**config.mk**
```make
export PLATFORM = sky130hd
export DESIGN_NAME = sbcgp_regs
export DESIGN_NICKNAME = d
export VERILOG_FILES = /design/src/sbcgp_pkg.sv /design/src/sbcgp_regs.sv /design/src/sbcgp_frame_unit.sv
export SDC_FILE = /design/constraint.sdc
export NUM_CORES = 1
export LEC_CHECK = 0
export BUFFER_PORTS_ARGS = -buffer_cell sky130_fd_sc_hd__clkbuf_2
export CAP_MARGIN = 20
export CORE_ASPECT_RATIO = 0.5
export CORE_UTILIZATION = 45
export DETAILED_ROUTE_END_ITERATION = 7
export MAX_ROUTING_LAYER = met4
export PLACE_DENSITY = 0.78
export SETUP_SLACK_MARGIN = 0.5
export SYNTH_ARGS = -nofsm -noshare
export SYNTH_HDL_FRONTEND = slang
export SYNTH_HIERARCHICAL = 1
export SYNTH_SLANG_ARGS = --single-unit
```
**constraint.sdc**
```tcl
create_clock -name i_clock -period 2.07 [get_ports i_clock]
set_input_delay 0.207 -clock i_clock [delete_from_list [all_inputs] [get_ports i_clock]]
set_output_delay 0.207 -clock i_clock [all_outputs]
set_load 0.02 [all_outputs]
```
**src/sbcgp_pkg.sv**
```systemverilog
// Package for the general purpose register bank of the supervisory chip.
// Holds the APB map, the frame layout, field positions and reset values.
// Assumes the including logic runs on one clock and uses package::name.
package sbcgp_pkg;

    // APB address width and data width
    localparam int APB_AW = 12;
    localparam int APB_DW = 32;

    // Byte addresses of the APB visible words
    localparam logic [APB_AW-1:0] OFS_FRAME    = 12'h000;  // Frame in, last frame out
    localparam logic [APB_AW-1:0] OFS_RESPONSE = 12'h004;  // Answer of the last frame
    localparam logic [APB_AW-1:0] OFS_STATUS   = 12'h008;  // Live bank state

    // Byte strobes a frame write must carry (frame sits in the low half)
    localparam logic [3:0] FRAME_STRB = 4'h3;

    // Frame address codes
    localparam logic [1:0] FADDR_SPECIAL  = 2'h1;
    localparam logic [1:0] FADDR_SCRATCH0 = 2'h2;
    localparam logic [1:0] FADDR_SCRATCH1 = 2'h3;

    // Register data width
    localparam int REG_W = 12;

    // Field positions inside the special-mode register
    localparam int THR_SEL_LSB = 3;
    localparam int THR_SEL_W   = 2;

    // Field positions inside scratch register 0
    localparam int IDENT_FLAG_BIT = 11;
    localparam int USER0_W        = 11;

    // Field positions inside the status word
    localparam int STAT_THR_LSB   = 0;
    localparam int STAT_IDENT_BIT = 2;

    // Reset values
    localparam logic [REG_W-1:0] SPECIAL_RST  = 12'h000;
    localparam logic [REG_W-1:0] SCRATCH1_RST = 12'h000;

    // Supply reset threshold in percent of nominal supply
    localparam logic [6:0] THR_PCT_90 = 7'h5A;
    localparam logic [6:0] THR_PCT_80 = 7'h50;
    localparam logic [6:0] THR_PCT_70 = 7'h46;

    // One access frame as the host shapes it
    typedef struct packed {
        logic [1:0]       frame_reg_addr;      // Target register
        logic             readback_select;     // 1: own copy, 0: partner feedback
        logic             read_without_write;  // 1: read only
        logic [REG_W-1:0] payload;             // Data for the target
    } sbcgp_frame_s;

    // Result of decoding one frame
    typedef struct packed {
        logic             wr_special;
        logic             wr_scratch0;
        logic             wr_scratch1;
        logic [REG_W-1:0] response;
    } sbcgp_decode_s;

    // Threshold select code to percent of nominal supply
    function automatic logic [6:0] thr_pct(input logic [THR_SEL_W-1:0] sel);
        logic [6:0] pct;
        pct = THR_PCT_90;
        unique case (sel)
            2'h3: pct = THR_PCT_90;
            2'h2: pct = THR_PCT_70;
            2'h1: pct = THR_PCT_80;
            2'h0: pct = THR_PCT_90;
        endcase
        return pct;
    endfunction

endpackage

```
**src/sbcgp_regs.sv**
```systemverilog
// Top of the general purpose register bank of the supervisory chip.
// Software sends 16-bit access frames over APB and reads their answers.
// Assumes an APB master on i_clock and partner feedback words on i_clock.
//
// Overview of operation
// - Threshold code 11/10/01/00 gives 90/70/80/90 percent
// - Two 12-bit scratch registers with feedback copies
// - Power-up loads scratch zero with identification code
// - Identification code stays until host overwrites
// - Power-up clears the identification-content flag
// - Any scratch-zero write sets the flag
// - Flag bit 11: one user, zero identification
// - Scratch zero bits 10:0 store user value
// - Address 10: select one own copy, zero configuration
// - Scratch zero: read-only bit blocks the write
// - Address 11 targets scratch register one
// - Scratch one: select one own, zero layer control
// - Scratch one: read-only bit blocks the write
// - Scratch one stores all twelve user bits
// - Address 01 targets the special-mode register
// - Special mode: select one own, zero interrupt enable
//
// Decided for this implementation: the register offsets and the APB slave port.
`timescale 1ns/1ps
module sbcgp_regs
#(
    // Identification code fields, values are arbitrary
    parameter logic [6:0] CHIP_TYPE    = 7'h2A,
    parameter logic [3:0] CHIP_VERSION = 4'h1
)
(
    // Clock and reset
    input  wire logic                              i_clock,
    input  wire logic                              i_resetn,
    // APB slave
    input  wire logic                              i_psel,
    input  wire logic                              i_penable,
    input  wire logic                              i_pwrite,
    input  wire logic [sbcgp_pkg::APB_AW-1:0]      i_paddr,
    input  wire logic [sbcgp_pkg::APB_DW-1:0]      i_pwdata,
    input  wire logic [3:0]                        i_pstrb,
    output logic      [sbcgp_pkg::APB_DW-1:0]      o_prdata,
    output logic                                   o_pready,
    output logic                                   o_pslverr,
    // Partner feedback words
    input  wire logic [sbcgp_pkg::REG_W-1:0]       i_sysconf_feedback,
    input  wire logic [sbcgp_pkg::REG_W-1:0]       i_int_enable_feedback,
    input  wire logic [sbcgp_pkg::REG_W-1:0]       i_phy_ctrl_feedback,
    // Bank outputs
    output logic      [sbcgp_pkg::REG_W-1:0]       o_special_mode,
    output logic      [sbcgp_pkg::THR_SEL_W-1:0]   o_supply_reset_threshold_sel,
    output logic      [6:0]                        o_reset_threshold_pct,
    output logic                                   o_ident_content_flag,
    output logic                                   o_frame_done
);

    // Power-up content of scratch zero: flag clear, type and version
    localparam logic [sbcgp_pkg::REG_W-1:0] SCRATCH0_RST = {1'b0, CHIP_TYPE, CHIP_VERSION};

    // Bank state
    logic [sbcgp_pkg::REG_W-1:0] special_reg;       // Special-mode register
    logic [sbcgp_pkg::REG_W-1:0] special_next;
    logic [sbcgp_pkg::REG_W-1:0] scratch0_reg;      // Scratch zero with flag
    logic [sbcgp_pkg::REG_W-1:0] scratch0_next;
    logic [sbcgp_pkg::REG_W-1:0] scratch1_reg;      // Scratch one
    logic [sbcgp_pkg::REG_W-1:0] scratch1_next;
    logic [sbcgp_pkg::REG_W-1:0] response_reg;      // Answer of last frame
    logic [sbcgp_pkg::REG_W-1:0] response_next;
    logic [15:0]                 frame_reg;         // Last frame taken
    logic [15:0]                 frame_next;
    logic [6:0]                  thr_pct_reg;       // Decoded threshold
    logic [6:0]                  thr_pct_next;
    logic                        done_reg;          // Frame taken pulse
    logic                        done_next;

    // APB answer state
    logic [sbcgp_pkg::APB_DW-1:0] prdata_reg;
    logic [sbcgp_pkg::APB_DW-1:0] prdata_next;
    logic                         pready_reg;
    logic                         pready_next;
    logic                         pslverr_reg;
    logic                         pslverr_next;

    // Frame path
    sbcgp_pkg::sbcgp_frame_s  wr_frame;     // Frame on the write bus
    sbcgp_pkg::sbcgp_decode_s decode;       // Its decode
    logic                     access_done;  // APB completion edge
    logic                     strb_ok;      // Frame carries exactly the two low lanes
    logic                     frame_strobe; // Frame takes effect now

    assign wr_frame     = sbcgp_pkg::sbcgp_frame_s'(i_pwdata[15:0]);
    assign access_done  = i_psel && i_penable && pready_reg;
    assign strb_ok      = (i_pstrb == sbcgp_pkg::FRAME_STRB);
    // A partial-lane frame would tear the header from the data, so drop it
    assign frame_strobe = access_done && i_pwrite && strb_ok
                          && (i_paddr == sbcgp_pkg::OFS_FRAME);

    // Frame decoder
    sbcgp_frame_unit u_frame_unit
    (
        .i_frame               (wr_frame),
        .i_special             (special_reg),
        .i_scratch0            (scratch0_reg),
        .i_scratch1            (scratch1_reg),
        .i_sysconf_feedback    (i_sysconf_feedback),
        .i_int_enable_feedback (i_int_enable_feedback),
        .i_phy_ctrl_feedback   (i_phy_ctrl_feedback),
        .o_decode              (decode)
    );

    // Bank next state; answer holds contents from before the write,
    // as a shift frame would return them
    always_comb
    begin
        special_next  = special_reg;
        scratch0_next = scratch0_reg;
        scratch1_next = scratch1_reg;
        response_next = response_reg;
        frame_next    = frame_reg;
        done_next     = frame_strobe;
        if (frame_strobe)
        begin
            frame_next    = i_pwdata[15:0];
            response_next = decode.response;
            if (decode.wr_special)
            begin
                // Reserved bits are stored as sent
                special_next = wr_frame.payload;
            end
            if (decode.wr_scratch0)
            begin
                // Written flag value is ignored, any write marks user content
                scratch0_next = {1'b1, wr_frame.payload[sbcgp_pkg::USER0_W-1:0]};
            end
            if (decode.wr_scratch1)
            begin
                scratch1_next = wr_frame.payload;
            end
        end
        thr_pct_next = sbcgp_pkg::thr_pct(
            special_next[sbcgp_pkg::THR_SEL_LSB +: sbcgp_pkg::THR_SEL_W]);
    end

    // Bank registers
    always_ff @(posedge i_clock)
    begin
        if (!i_resetn)
        begin
            special_reg  <= sbcgp_pkg::SPECIAL_RST;
            scratch0_reg <= SCRATCH0_RST;
            scratch1_reg <= sbcgp_pkg::SCRATCH1_RST;
            response_reg <= '0;
            frame_reg    <= '0;
            thr_pct_reg  <= sbcgp_pkg::thr_pct(
                sbcgp_pkg::SPECIAL_RST[sbcgp_pkg::THR_SEL_LSB +: sbcgp_pkg::THR_SEL_W]);
            done_reg     <= 1'b0;
        end
        else
        begin
            special_reg  <= special_next;
            scratch0_reg <= scratch0_next;
            scratch1_reg <= scratch1_next;
            response_reg <= response_next;
            frame_reg    <= frame_next;
            thr_pct_reg  <= thr_pct_next;
            done_reg     <= done_next;
        end
    end

    // APB answer: one wait state, data and error are ready with pready
    always_comb
    begin
        pready_next  = i_psel && i_penable && !pready_reg;
        prdata_next  = '0;
        pslverr_next = 1'b0;
        if (pready_next)
        begin
            unique case (i_paddr)
                sbcgp_pkg::OFS_FRAME:
                begin
                    prdata_next  = {16'h0000, frame_reg};
                    pslverr_next = i_pwrite && !strb_ok;
                end
                sbcgp_pkg::OFS_RESPONSE:
                begin
                    // Answer word is read only
                    prdata_next  = {20'h00000, response_reg};
                    pslverr_next = i_pwrite;
                end
                sbcgp_pkg::OFS_STATUS:
                begin
                    prdata_next[sbcgp_pkg::STAT_THR_LSB +: sbcgp_pkg::THR_SEL_W] =
                        special_reg[sbcgp_pkg::THR_SEL_LSB +: sbcgp_pkg::THR_SEL_W];
                    prdata_next[sbcgp_pkg::STAT_IDENT_BIT] =
                        scratch0_reg[sbcgp_pkg::IDENT_FLAG_BIT];
                    pslverr_next = i_pwrite;
                end
                default:
                begin
                    // Unmapped: zero data and an error
                    pslverr_next = 1'b1;
                end
            endcase
        end
    end

    // APB answer registers
    always_ff @(posedge i_clock)
    begin
        if (!i_resetn)
        begin
            prdata_reg  <= '0;
            pready_reg  <= 1'b0;
            pslverr_reg <= 1'b0;
        end
        else
        begin
            prdata_reg  <= prdata_next;
            pready_reg  <= pready_next;
            pslverr_reg <= pslverr_next;
        end
    end

    // Outputs straight from flops
    assign o_prdata                     = prdata_reg;
    assign o_pready                     = pready_reg;
    assign o_pslverr                    = pslverr_reg;
    assign o_special_mode               = special_reg;
    assign o_supply_reset_threshold_sel =
        special_reg[sbcgp_pkg::THR_SEL_LSB +: sbcgp_pkg::THR_SEL_W];
    assign o_reset_threshold_pct        = thr_pct_reg;
    assign o_ident_content_flag         = scratch0_reg[sbcgp_pkg::IDENT_FLAG_BIT];
    assign o_frame_done                 = done_reg;

    // Frame to a given target; wr_s0 and wr_s1 also need write allowed
    logic wr_s0;
    logic wr_s1;
    logic rd_s0;
    assign wr_s0 = frame_strobe && (wr_frame.frame_reg_addr == sbcgp_pkg::FADDR_SCRATCH0)
                   && !wr_frame.read_without_write;
    assign wr_s1 = frame_strobe && (wr_frame.frame_reg_addr == sbcgp_pkg::FADDR_SCRATCH1)
                   && !wr_frame.read_without_write;
    assign rd_s0 = frame_strobe && (wr_frame.frame_reg_addr == sbcgp_pkg::FADDR_SCRATCH0);
endmodule

```
**src/sbcgp_frame_unit.sv**
```systemverilog
// Frame decoder of the general purpose register bank.
// Purely combinational: the caller qualifies the write enables with its
// own frame strobe and registers the answer.
`timescale 1ns/1ps
module sbcgp_frame_unit
(
    // Incoming frame
    input  wire sbcgp_pkg::sbcgp_frame_s          i_frame,
    // Stored copies of the bank
    input  wire logic [sbcgp_pkg::REG_W-1:0]      i_special,
    input  wire logic [sbcgp_pkg::REG_W-1:0]      i_scratch0,
    input  wire logic [sbcgp_pkg::REG_W-1:0]      i_scratch1,
    // Feedback words of partner registers
    input  wire logic [sbcgp_pkg::REG_W-1:0]      i_sysconf_feedback,
    input  wire logic [sbcgp_pkg::REG_W-1:0]      i_int_enable_feedback,
    input  wire logic [sbcgp_pkg::REG_W-1:0]      i_phy_ctrl_feedback,
    // Decode result
    output sbcgp_pkg::sbcgp_decode_s              o_decode
);

    // Write is allowed unless the frame asks for read only
    logic write_ok;
    assign write_ok = !i_frame.read_without_write;

    // Target decode and answer select
    always_comb
    begin
        o_decode = '0;
        unique case (i_frame.frame_reg_addr)
            sbcgp_pkg::FADDR_SPECIAL:
            begin
                o_decode.wr_special = write_ok;
                o_decode.response   = i_frame.readback_select ? i_special
                                                              : i_int_enable_feedback;
            end
            sbcgp_pkg::FADDR_SCRATCH0:
            begin
                o_decode.wr_scratch0 = write_ok;
                o_decode.response    = i_frame.readback_select ? i_scratch0
                                                               : i_sysconf_feedback;
            end
            sbcgp_pkg::FADDR_SCRATCH1:
            begin
                o_decode.wr_scratch1 = write_ok;
                o_decode.response    = i_frame.readback_select ? i_scratch1
                                                               : i_phy_ctrl_feedback;
            end
            default:
            begin
                // Code 00 belongs to another bank: answer zero, write nothing
                o_decode = '0;
            end
        endcase
    end

endmodule

```
Yosys cells after proc, flatten, opt, wreduce, memory -nomap -nowiden

Cells that the tools add are included.

Input bits: 89
Bits in registers: 106
Logic and storage cells: 51
Output and inout port bits: 57

Equality and inequality tests: 9
Reductions and logical operators: 18
Mux-type cells: 13

Operator list:

| operator              | count |
|---|---|
| $mux W12              | 3 |
| $pmux W12 S3          | 1 |
| $pmux W13 S2          | 1 |
| $pmux W7 S3           | 1 |
| $eq A12 B3 Y1 const B | 1 |
| $eq A12 B4 Y1 const B | 1 |
| $logic_not A12 Y1     | 1 |
| $mux W5               | 2 |
| $pmux W3 S3           | 1 |
| $eq A2 B2 Y1 const B  | 4 |
| $reduce_and A2 Y1     | 4 |
| $logic_and A1 B1 Y1   | 7 |
| $eq A2 B1 Y1 const B  | 2 |
| $eq A4 B2 Y1 const B  | 1 |
| $reduce_or A2 Y1      | 2 |
| $logic_not A1 Y1      | 3 |
| $mux W1               | 3 |
| $logic_not A2 Y1      | 1 |
| $pmux W1 S2           | 1 |

Longest topological paths before layout

Gate-level depths: netlist (run 1).

Word-level depth: 9
Mapped depth: 9
Mapped depth without buffers: 6

Modules after synthesis

Netlist (run 1), hierarchy kept.

By module, submodules not included:

| module           | seq. area each (sq um) | area each (sq um) | cells an instance | times used |
|---|---|---|---|---|
| sbcgp_regs       | 1741.7                 | 3609.7            | 353               | 1 |
| sbcgp_frame_unit | 0.0                    | 624.3             | 73                | 1 |

Worst setup path before layout (run 1)

No wires, ideal clock.

Path type: input to register
From: input i_paddr[5] in the netlist's numbering
To: register thr_pct_reg[3] (netlist: o_reset_threshold_pct[3])
Buffers on the path: 3
Setup time: 117 ps
Slack: 22 ps
Stages: 9
Data arrival time: 1931 ps
Data required time: 1953 ps
Path through: nor4_2 > and3_1 > buf_6 > and4_4 > buf_8 > buf_12 > mux2i_1 > ha_1 > nand2b_1

Word-level cells in the longest chain between the ends: 6
Elaborated cells between the ends (all ways): 9
Those cells by class: 3 x eq/ne; 2 x mux; 4 x reduce/logical

Ends and longest elaborated chain:

| what                                                    | line              | text |
|---|---|---|
| start: declaration                                      | sbcgp_regs.sv:39  | `input wire logic [sbcgp_pkg::APB_AW-1:0] i_paddr,` |
| $logic_not A12 Y1 *                                     | sbcgp_regs.sv:96  | `&& (i_paddr == sbcgp_pkg::OFS_FRAME);` |
| $logic_and A1 B1 Y1 *                                   | sbcgp_regs.sv:96  |  |
| $mux W5 *                                               | sbcgp_regs.sv:121 | `if (frame_strobe)` |
| $eq A2 B2 Y1 / $logic_not A2 Y1 (equally long branches) | sbcgp_pkg.sv:67   | `unique case (sel)` |
| $reduce_or A2 Y1 (no source line)                       | -                 |  |
| $pmux W7 S3 *                                           | sbcgp_pkg.sv:67   |  |
| net thr_pct_next[3]                                     | sbcgp_regs.sv:72  | `logic [6:0] thr_pct_next;` |
| end signal: assignment                                  | sbcgp_regs.sv:154 | `thr_pct_reg <= sbcgp_pkg::thr_pct(` |
| end signal: assignment                                  | sbcgp_regs.sv:165 | `thr_pct_reg <= thr_pct_next;` |
| end: declaration                                        | sbcgp_regs.sv:71  | `logic [6:0] thr_pct_reg;` |

The timed path passes the listed nets; every way through them passes the cells marked *. The select of a mux whose other input is x is not followed.
A chain may end at the register's enable or synchronous reset.

Worst setup path after layout (run 1)

From: register pready_reg (netlist: o_pready)
To: register prdata_reg, in the netlist o_prdata[8]

Word-level cells in the longest chain between the ends: 3

Ends and longest elaborated chain:

| what                               | line              | text |
|---|---|---|
| start: declaration                 | sbcgp_regs.sv:79  | `logic pready_reg;` |
| start signal: assignment           | sbcgp_regs.sv:219 | `pready_reg <= pready_next;` |
| $logic_not A1 Y1                   | sbcgp_regs.sv:173 | `pready_next = i_psel && i_penable && !pready_reg;` |
| $logic_and A1 B1 Y1                | sbcgp_regs.sv:173 |  |
| $reduce_and A2 Y1 (no source line) | -                 |  |
| end signal: assignment             | sbcgp_regs.sv:218 | `prdata_reg <= prdata_next;` |
| end: declaration                   | sbcgp_regs.sv:77  | `logic [sbcgp_pkg::APB_DW-1:0] prdata_reg;` |

Every way passes these cells.

==> impl_metrics.json, run 1 <==
{
  "path_class": "flop to flop",
  "synth_top_family_by_area": "multiplexers",
  "synth_top_area_frac": 0.411,
  "cp_max_fo": 6,
  "arrival_ns": 2.10,
  "fin_crit_ns": 1.83,
  "leakage_nw": 2.27,
  "critPathBufInv": 4,
  "clock_power_share": 0.468,
  "drive_gt1_frac": 0.329,
  "wire_per_inst_um": 16.4,
  "synth_compound_area_frac": 0.0739,
  "syn2layout_area_growth_pct": 26.2,
  "synth.distinct_cells": 42,
  "coreArea_sq_mm": 0.00892,
  "rr_worst_depth": 8,
  "regToRegStartpoint": "o_pready$_SDFF_PN0_",
  "multiInputGateArea_sq_mm": 0.00224,
  "cp_common_cell": "buf_6",
  "syn-mean-instance-area_sq_um": 9.94,
  "io_pins": 146,
  "postCtsHoldBufs": 0,
  "synth_fa_ha_area_frac": 0.00887,
  "fin_tns_setup_ns": 0,
  "status": "complete, but fails checks",
  "switchingPower_mw": 0.826,
  "first_pass_iters": 7,
  "p_per_area_mw_per_mm2": 702,
  "synthTopCellsByArea": "dfxtp_1 41%, mux2i_1 24%, nand2_1 8.0%, buf_4 4.8%, o22a_1 2.5%",
  "synth_top_area_cell": "dfxtp_1",
  "synth-simple-area-share": 0.160,
  "post-route-period-util": 0.882,
  "cts_made_buffers": 9,
  "nets": 637,
  "die_x_um": 139,
  "grt_usage": 0.227,
  "grt_pass1_wl_mm": 16.5,
  "route.detailed.drc": 3,
  "portBuffers": 110,
  "route.vias.total": 3437,
  "failed_checks": "DRC",
  "die_h_um": 70.6,
  "antenna_found_initial": 0,
  "max_stage_delay_ns": 0.32,
  "rsz0062_at_grt": "yes",
  "slowest_stage": "dfxtp_2",
  "pwr-share-comb": 0.085,
  "clk_latency_ns": 0.34,
  "dieArea_sq_mm": 0.00982,
  "synth_warnings": 6,
  "pre_cts_slack_ns": 0.0957,
  "synthMuxAreaShare": 0.242,
  "p_int_mw": 2.92,
  "min_path_cells": 3,
  "seq_area_frac_synth": 0.411,
  "ant_nets": 0,
  "clkTransAtPathRegs_ns": 0.06,
  "ff2ff_setup_slack_ns": 0.24,
  "gp_congestion": 0.881,
  "grt_max_degree": 98,
  "clockBufferDepth": 2,
  "synth_seq_cells": 87,
  "seq_power_share": 0.447,
  "drtIter0Drc": 346,
  "drv_slew": 0,
  "finalSetupViolations": 0,
  "grt_overflow": 0,
  "setup_ws_ns": 0.244,
  "min_to": "scratch0_reg[5]$_SDFFE_PN1P_",
  "crit_chain": "buf_4 > buf_6 > and4b_1 > nand4_1 > buf_6 > nor3b_4 > buf_12 > a22o_1",
  "cts_tree": "built",
  "register_area_sq_mm": 0.00174,
  "n_antenna_cell": 0,
  "htreeDepth": 3,
  "hold_viol": 0,
  "cts.sinks": 87,
  "p_sw_frac": 0.220,
  "min_from": "i_pwdata[5]",
  "r2r_end": "o_prdata[8]$_SDFF_PN0_",
  "ir_worst_vdd_mv": 0.472,
  "fill_cells": 712,
  "syn-cell-area_sq_mm": 0.00423,
  "num_rows": 24,
  "fmax_mhz": 548,
  "postSynthCellCount": 426,
  "worstSetupEndpointType": "flop",
  "start_util": 0.475,
  "cp_top_family": "simple AND/OR/NAND/NOR gates",
  "cts_root_buffer": "clkbuf_16",
  "place_hpwl_mm": 7.34,
  "drv_cap": 0,
  "critPathRequiredTime_ns": 2.34,
  "grt_pass1_vias": 3244,
  "wirelength_mm": 10.9,
  "synthXorXnorAreaFrac": 0,
  "worst_hold_path_type": "primary input to flop",
  "skew_ns": 0.00635,
  "avgViaCountPerCell": 5.15,
  "worstSetupStartpointType": "flop"
}
[worst max path at each step]
stage	startpoint	endpoint	cells past startpoint	slack [ns]
2_1_floorplan	i_paddr[10]	o_reset_threshold_pct[3]$_SDFF_PN1_	9	0.09
3_3_place_gp	i_paddr[10]	o_reset_threshold_pct[3]$_SDFF_PN1_	7	0.11
3_5_place_dp	i_paddr[10]	o_reset_threshold_pct[3]$_SDFF_PN1_	7	0.1
4_1_cts	o_pready$_SDFF_PN0_	o_reset_threshold_pct[3]$_SDFF_PN1_	6	0.27
5_1_grt	o_pready$_SDFF_PN0_	o_reset_threshold_pct[3]$_SDFF_PN1_	6	0.24
6_report	o_pready$_SDFF_PN0_	o_prdata[8]$_SDFF_PN0_	8	0.24
[area by class of cell]
| cell class | count | share of cell area |
|---|---|---|
| multi-input combinational | 305 | 0.419 |
| sequential | 87 | 0.326 |
| timing repair buffer | 141 | 0.166 |
| clock buffer | 13 | 0.0487 |
| tap | 117 | 0.0274 |
| clock inverter | 3 | 0.0122 |
| inverter | 1 | 0.000702 |
[worst min-delay path: stages]
cell and delay [ns]:
clkbuf_2 0.09, nand4_1 0.06, nand3_1 0.06
[layout by cell type, fill, tap and decap left out, drive strengths merged]
cell type and instances:
bufinv 2, nor4 2, nor2 11, conb 19, nor2b 2, and4 3
mux2i 100, and3 3, inv 1, mux2 2, nand2b 4, and2 7
nand4 5, nor3 1, clkbuf 124, a21oi 3, o22a 12, a221oi 1
nand2 90, o31ai 4, o21a 1, buf 30, o21ai 12, nor3b 1
dfxtp 87, and4b 1, nand3 6, a22o 9, and4bb 2, clkinv 1
ha 3, a21o 1
[power by group through the flow]
stage               registers (mW)  clock network, mW  logic (mW)
floorplan                     1.72                  0       0.221
global placement              1.71                  0       0.303
detailed placement            1.71                  0       0.306
CTS                           1.68               1.78       0.310
global route                  1.68               1.85       0.340
finish                        1.68               1.75       0.320
[metal layers]
metal	wire, um	vias to the layer above	share of wire	GRT usage
met4	142	0	0.013	0.0642
met5	0	-	0	-
met1	5140	1618	0.47	0.296
met2	5030	125	0.46	0.347
met3	629	14	0.058	0.0623
li1	-	1680	-	-
[synth_stat cells (all sizes together)]
cell type,instances
a22o,9
and4b,1
a21o,1
o21a,1
a221oi,1
ha,3
and4,3
o31ai,4
clkbuf,11
nor3,1
nor2b,2
inv,1
o21ai,12
nor4,2
nand3,6
and4bb,2
mux2,2
dlygate4sd1,1
nand4,5
and3,3
and2,7
o22a,12
buf,38
a21oi,3
nor2,11
nand2b,4
conb,2
nand2,90
dfxtp,87
nor3b,1
mux2i,100
[per-stage QoR]
stage	instance area, sq um	instances	hold slack (ns)	utilization	total power, mW
after floorplan	4340	443	0.349	-	1.94
after global placement	4790	639	0.438	0.537	2.02
after detailed placement	4790	639	0.441	0.537	2.02
after CTS	5250	662	0.132	0.588	3.76
after global routing	5340	667	0.147	0.599	3.86
final	5340	667	0.134	0.599	3.75
[what timing repair did]
action	in CTS	in global routing
setup buffers	7	4
gates resized for setup	11	12
endpoints found under the hold margin	0	0
cloned	0	1
endpoints found under the setup margin	11	47
pin swaps	4	4
[kinds of logic after synthesis]
| family | after synthesis |
|---|---|
| simple gates | 138 |
| mux | 102 |
| flops | 87 |
| other cells | 2 |
| buf+inv | 51 |
| compound gates | 43 |
| fa+ha+maj | 3 |
(Power assumes the default switching activity.)
==> inputs of run 2 (changes only) <==
- CORE_ASPECT_RATIO: 0.5 -> 1.1
==> run 2 against run 1 <==
  * Design area shrank 5.5%
  * Register-to-register slack improved by 0.03 ns
  * Clock-buffer cell count grew 1
  * Clock skew up 0.0045 ns
  * Flip-flop and latch count did not move
  * Die area down 0.24%
  * Power fell by 18%
  * Sequential share of layout area increased by 1.9 points
  * The flow now finishes without violations
  * Combinational power decreased by 4%
  * Final cell count decreased by 1.6%
  * Maximum frequency grew 1.8%
  * First-iteration DRC count decreased by 46%
==> impl_metrics.json, run 2 (synthesized netlist as in run 1, its figures left out) <==
{
  "status": "finished clean",
  "p_sw_frac": 0.250,
  "place_hpwl_mm": 7.41,
  "start_util": 0.470,
  "route.vias.total": 3465,
  "worstSetupStartpointType": "flop",
  "rr_worst_depth": 6,
  "cts_tree": "built",
  "hold_viol": 0,
  "grt_max_degree": 98,
  "grt_overflow": 0,
  "leakage_nw": 2.11,
  "drive_gt1_frac": 0.310,
  "ir_worst_vdd_mv": 0.269,
  "nets": 629,
  "dieArea_sq_mm": 0.00980,
  "clk_latency_ns": 0.36,
  "io_pins": 146,
  "wirelength_mm": 10.6,
  "worst_pin_slew_ns": 0.950,
  "cts.sinks": 87,
  "clkTransAtPathRegs_ns": 0.09,
  "p_int_mw": 2.30,
  "critPathRequiredTime_ns": 2.29,
  "syn2layout_area_growth_pct": 19.3,
  "r2r_end": "o_reset_threshold_pct[3]$_SDFF_PN1_",
  "fin_crit_ns": 1.79,
  "wire_per_inst_um": 16.1,
  "arrival_ns": 2.02,
  "gp_congestion": 0.829,
  "die_x_um": 94.5,
  "relSlewSlack": 0.366,
  "post-route-period-util": 0.867,
  "first_pass_iters": 6,
  "num_rows": 36,
  "finalPower_mw": 3.06,
  "grt_pass1_wl_mm": 16.5,
  "grt_usage": 0.225,
  "drv_cap": 0,
  "die_h_um": 104,
  "cts_root_buffer": "clkbuf_8",
  "antenna_found_initial": 0,
  "cts_made_buffers": 9,
  "worstSetupEndpointType": "flop",
  "switchingPower_mw": 0.764,
  "clockBufferDepth": 2,
  "cp_max_fo": 4,
  "route.detailed.drc": 0,
  "htreeDepth": 3,
  "pwr-share-comb": 0.100,
  "register_area_sq_mm": 0.00174,
  "seq_power_share": 0.546,
  "n_antenna_cell": 0,
  "fin_tns_setup_ns": 0,
  "min_path_cells": 3,
  "finalSetupViolations": 0,
  "min_from": "i_pwdata[5]",
  "fill_cells": 812,
  "multiInputGateArea_sq_mm": 0.00221,
  "ant_nets": 0,
  "avgViaCountPerCell": 5.28,
  "grt_pass1_vias": 3350,
  "skew_ns": 0.0108,
  "p_per_area_mw_per_mm2": 607,
  "postCtsHoldBufs": 0,
  "coreArea_sq_mm": 0.00901,
  "clock_power_share": 0.354,
  "fmax_mhz": 557,
  "layout.cells.most_common": "clkbuf_2",
  "min_to": "scratch0_reg[5]$_SDFFE_PN1P_",
  "rsz0062_at_grt": "yes",
  "drtIter0Drc": 188,
  "ff2ff_setup_slack_ns": 0.28,
  "worst_hold_path_type": "primary input to flop",
  "path_class": "flop to flop",
  "regToRegStartpoint": "o_pready$_SDFF_PN0_",
  "portBuffers": 110,
  "mostFrequentLayoutCells": "109 x clkbuf_2, 98 x mux2i_1, 90 x nand2_1",
  "drv_slew": 0
}
==> run 2: how the worst max path moves through the flow <==
stage                     cells after the start                                   to                 from
final                                         6  o_reset_threshold_pct[3]$_SDFF_PN1_  o_pready$_SDFF_PN0_
after global routing                          6  o_reset_threshold_pct[3]$_SDFF_PN1_  o_pready$_SDFF_PN0_
after CTS                                     6  o_reset_threshold_pct[3]$_SDFF_PN1_  o_pready$_SDFF_PN0_
after detailed placement                      7  o_reset_threshold_pct[3]$_SDFF_PN1_          i_paddr[10]
after global placement                        7  o_reset_threshold_pct[3]$_SDFF_PN1_          i_paddr[10]
after floorplan                               9  o_reset_threshold_pct[3]$_SDFF_PN1_          i_paddr[10]
==> run 2: final cells by class <==
type | instances | share of cell area
Inverter | 1 | 0.000743
Tap cell | 114 | 0.0282
Timing Repair Buffer | 133 | 0.153
Clock inverter | 2 | 0.00297
Multi-Input combinational cell | 305 | 0.437
Clock buffer | 14 | 0.0322
Sequential cell | 87 | 0.345
==> run 2: repair_timing <==
action | in CTS | in global routing
setup buffers | 7 | 0
resized for setup | 10 | 5
hold endpoints to repair | 0 | 0
pin swaps | 4 | 0
endpoints found under the setup margin | 14 | 51
gates cloned | 0 | 0
==> run 2: routing by layer <==
layer	global-route usage	routed length, um	share of wire	up-vias
li1	-	-	-	1649
met2	0.363	5060	0.48	154
met3	0.0308	728	0.069	28
met1	0.280	4480	0.42	1634
met5	-	0	0	-
met4	0.0974	310	0.029	0
==> run 2: power groups by stage <==
stage	clock network [mW]	registers [mW]	logic (mW)
2_1_floorplan	0	1.72	0.221
3_3_place_gp	0	1.71	0.293
3_5_place_dp	0	1.71	0.299
4_1_cts	1.11	1.67	0.304
5_1_grt	1.17	1.67	0.329
6_report	1.08	1.67	0.306
==> run 2: worst max-delay path, cell delays in order, from the launching register on <==
cell      delay (ns)
dfxtp_2         0.33
and4bb_2        0.24
and2_4          0.14
and4_4          0.28
mux2_4          0.33
ha_4            0.21
nand2b_4        0.13
==> run 2: stage by stage <==
step | util | area, sq um | cells | setup WS, ns | hold WS, ns
after global placement | 0.526 | 4740 | 633 | 0.134 | 0.438
after detailed placement | 0.526 | 4740 | 633 | 0.0877 | 0.445
after global routing | 0.561 | 5050 | 656 | 0.232 | 0.151
final | 0.561 | 5050 | 656 | 0.276 | 0.119
after floorplan | - | 4340 | 443 | 0.0869 | 0.349
after CTS | 0.559 | 5030 | 656 | 0.269 | 0.110
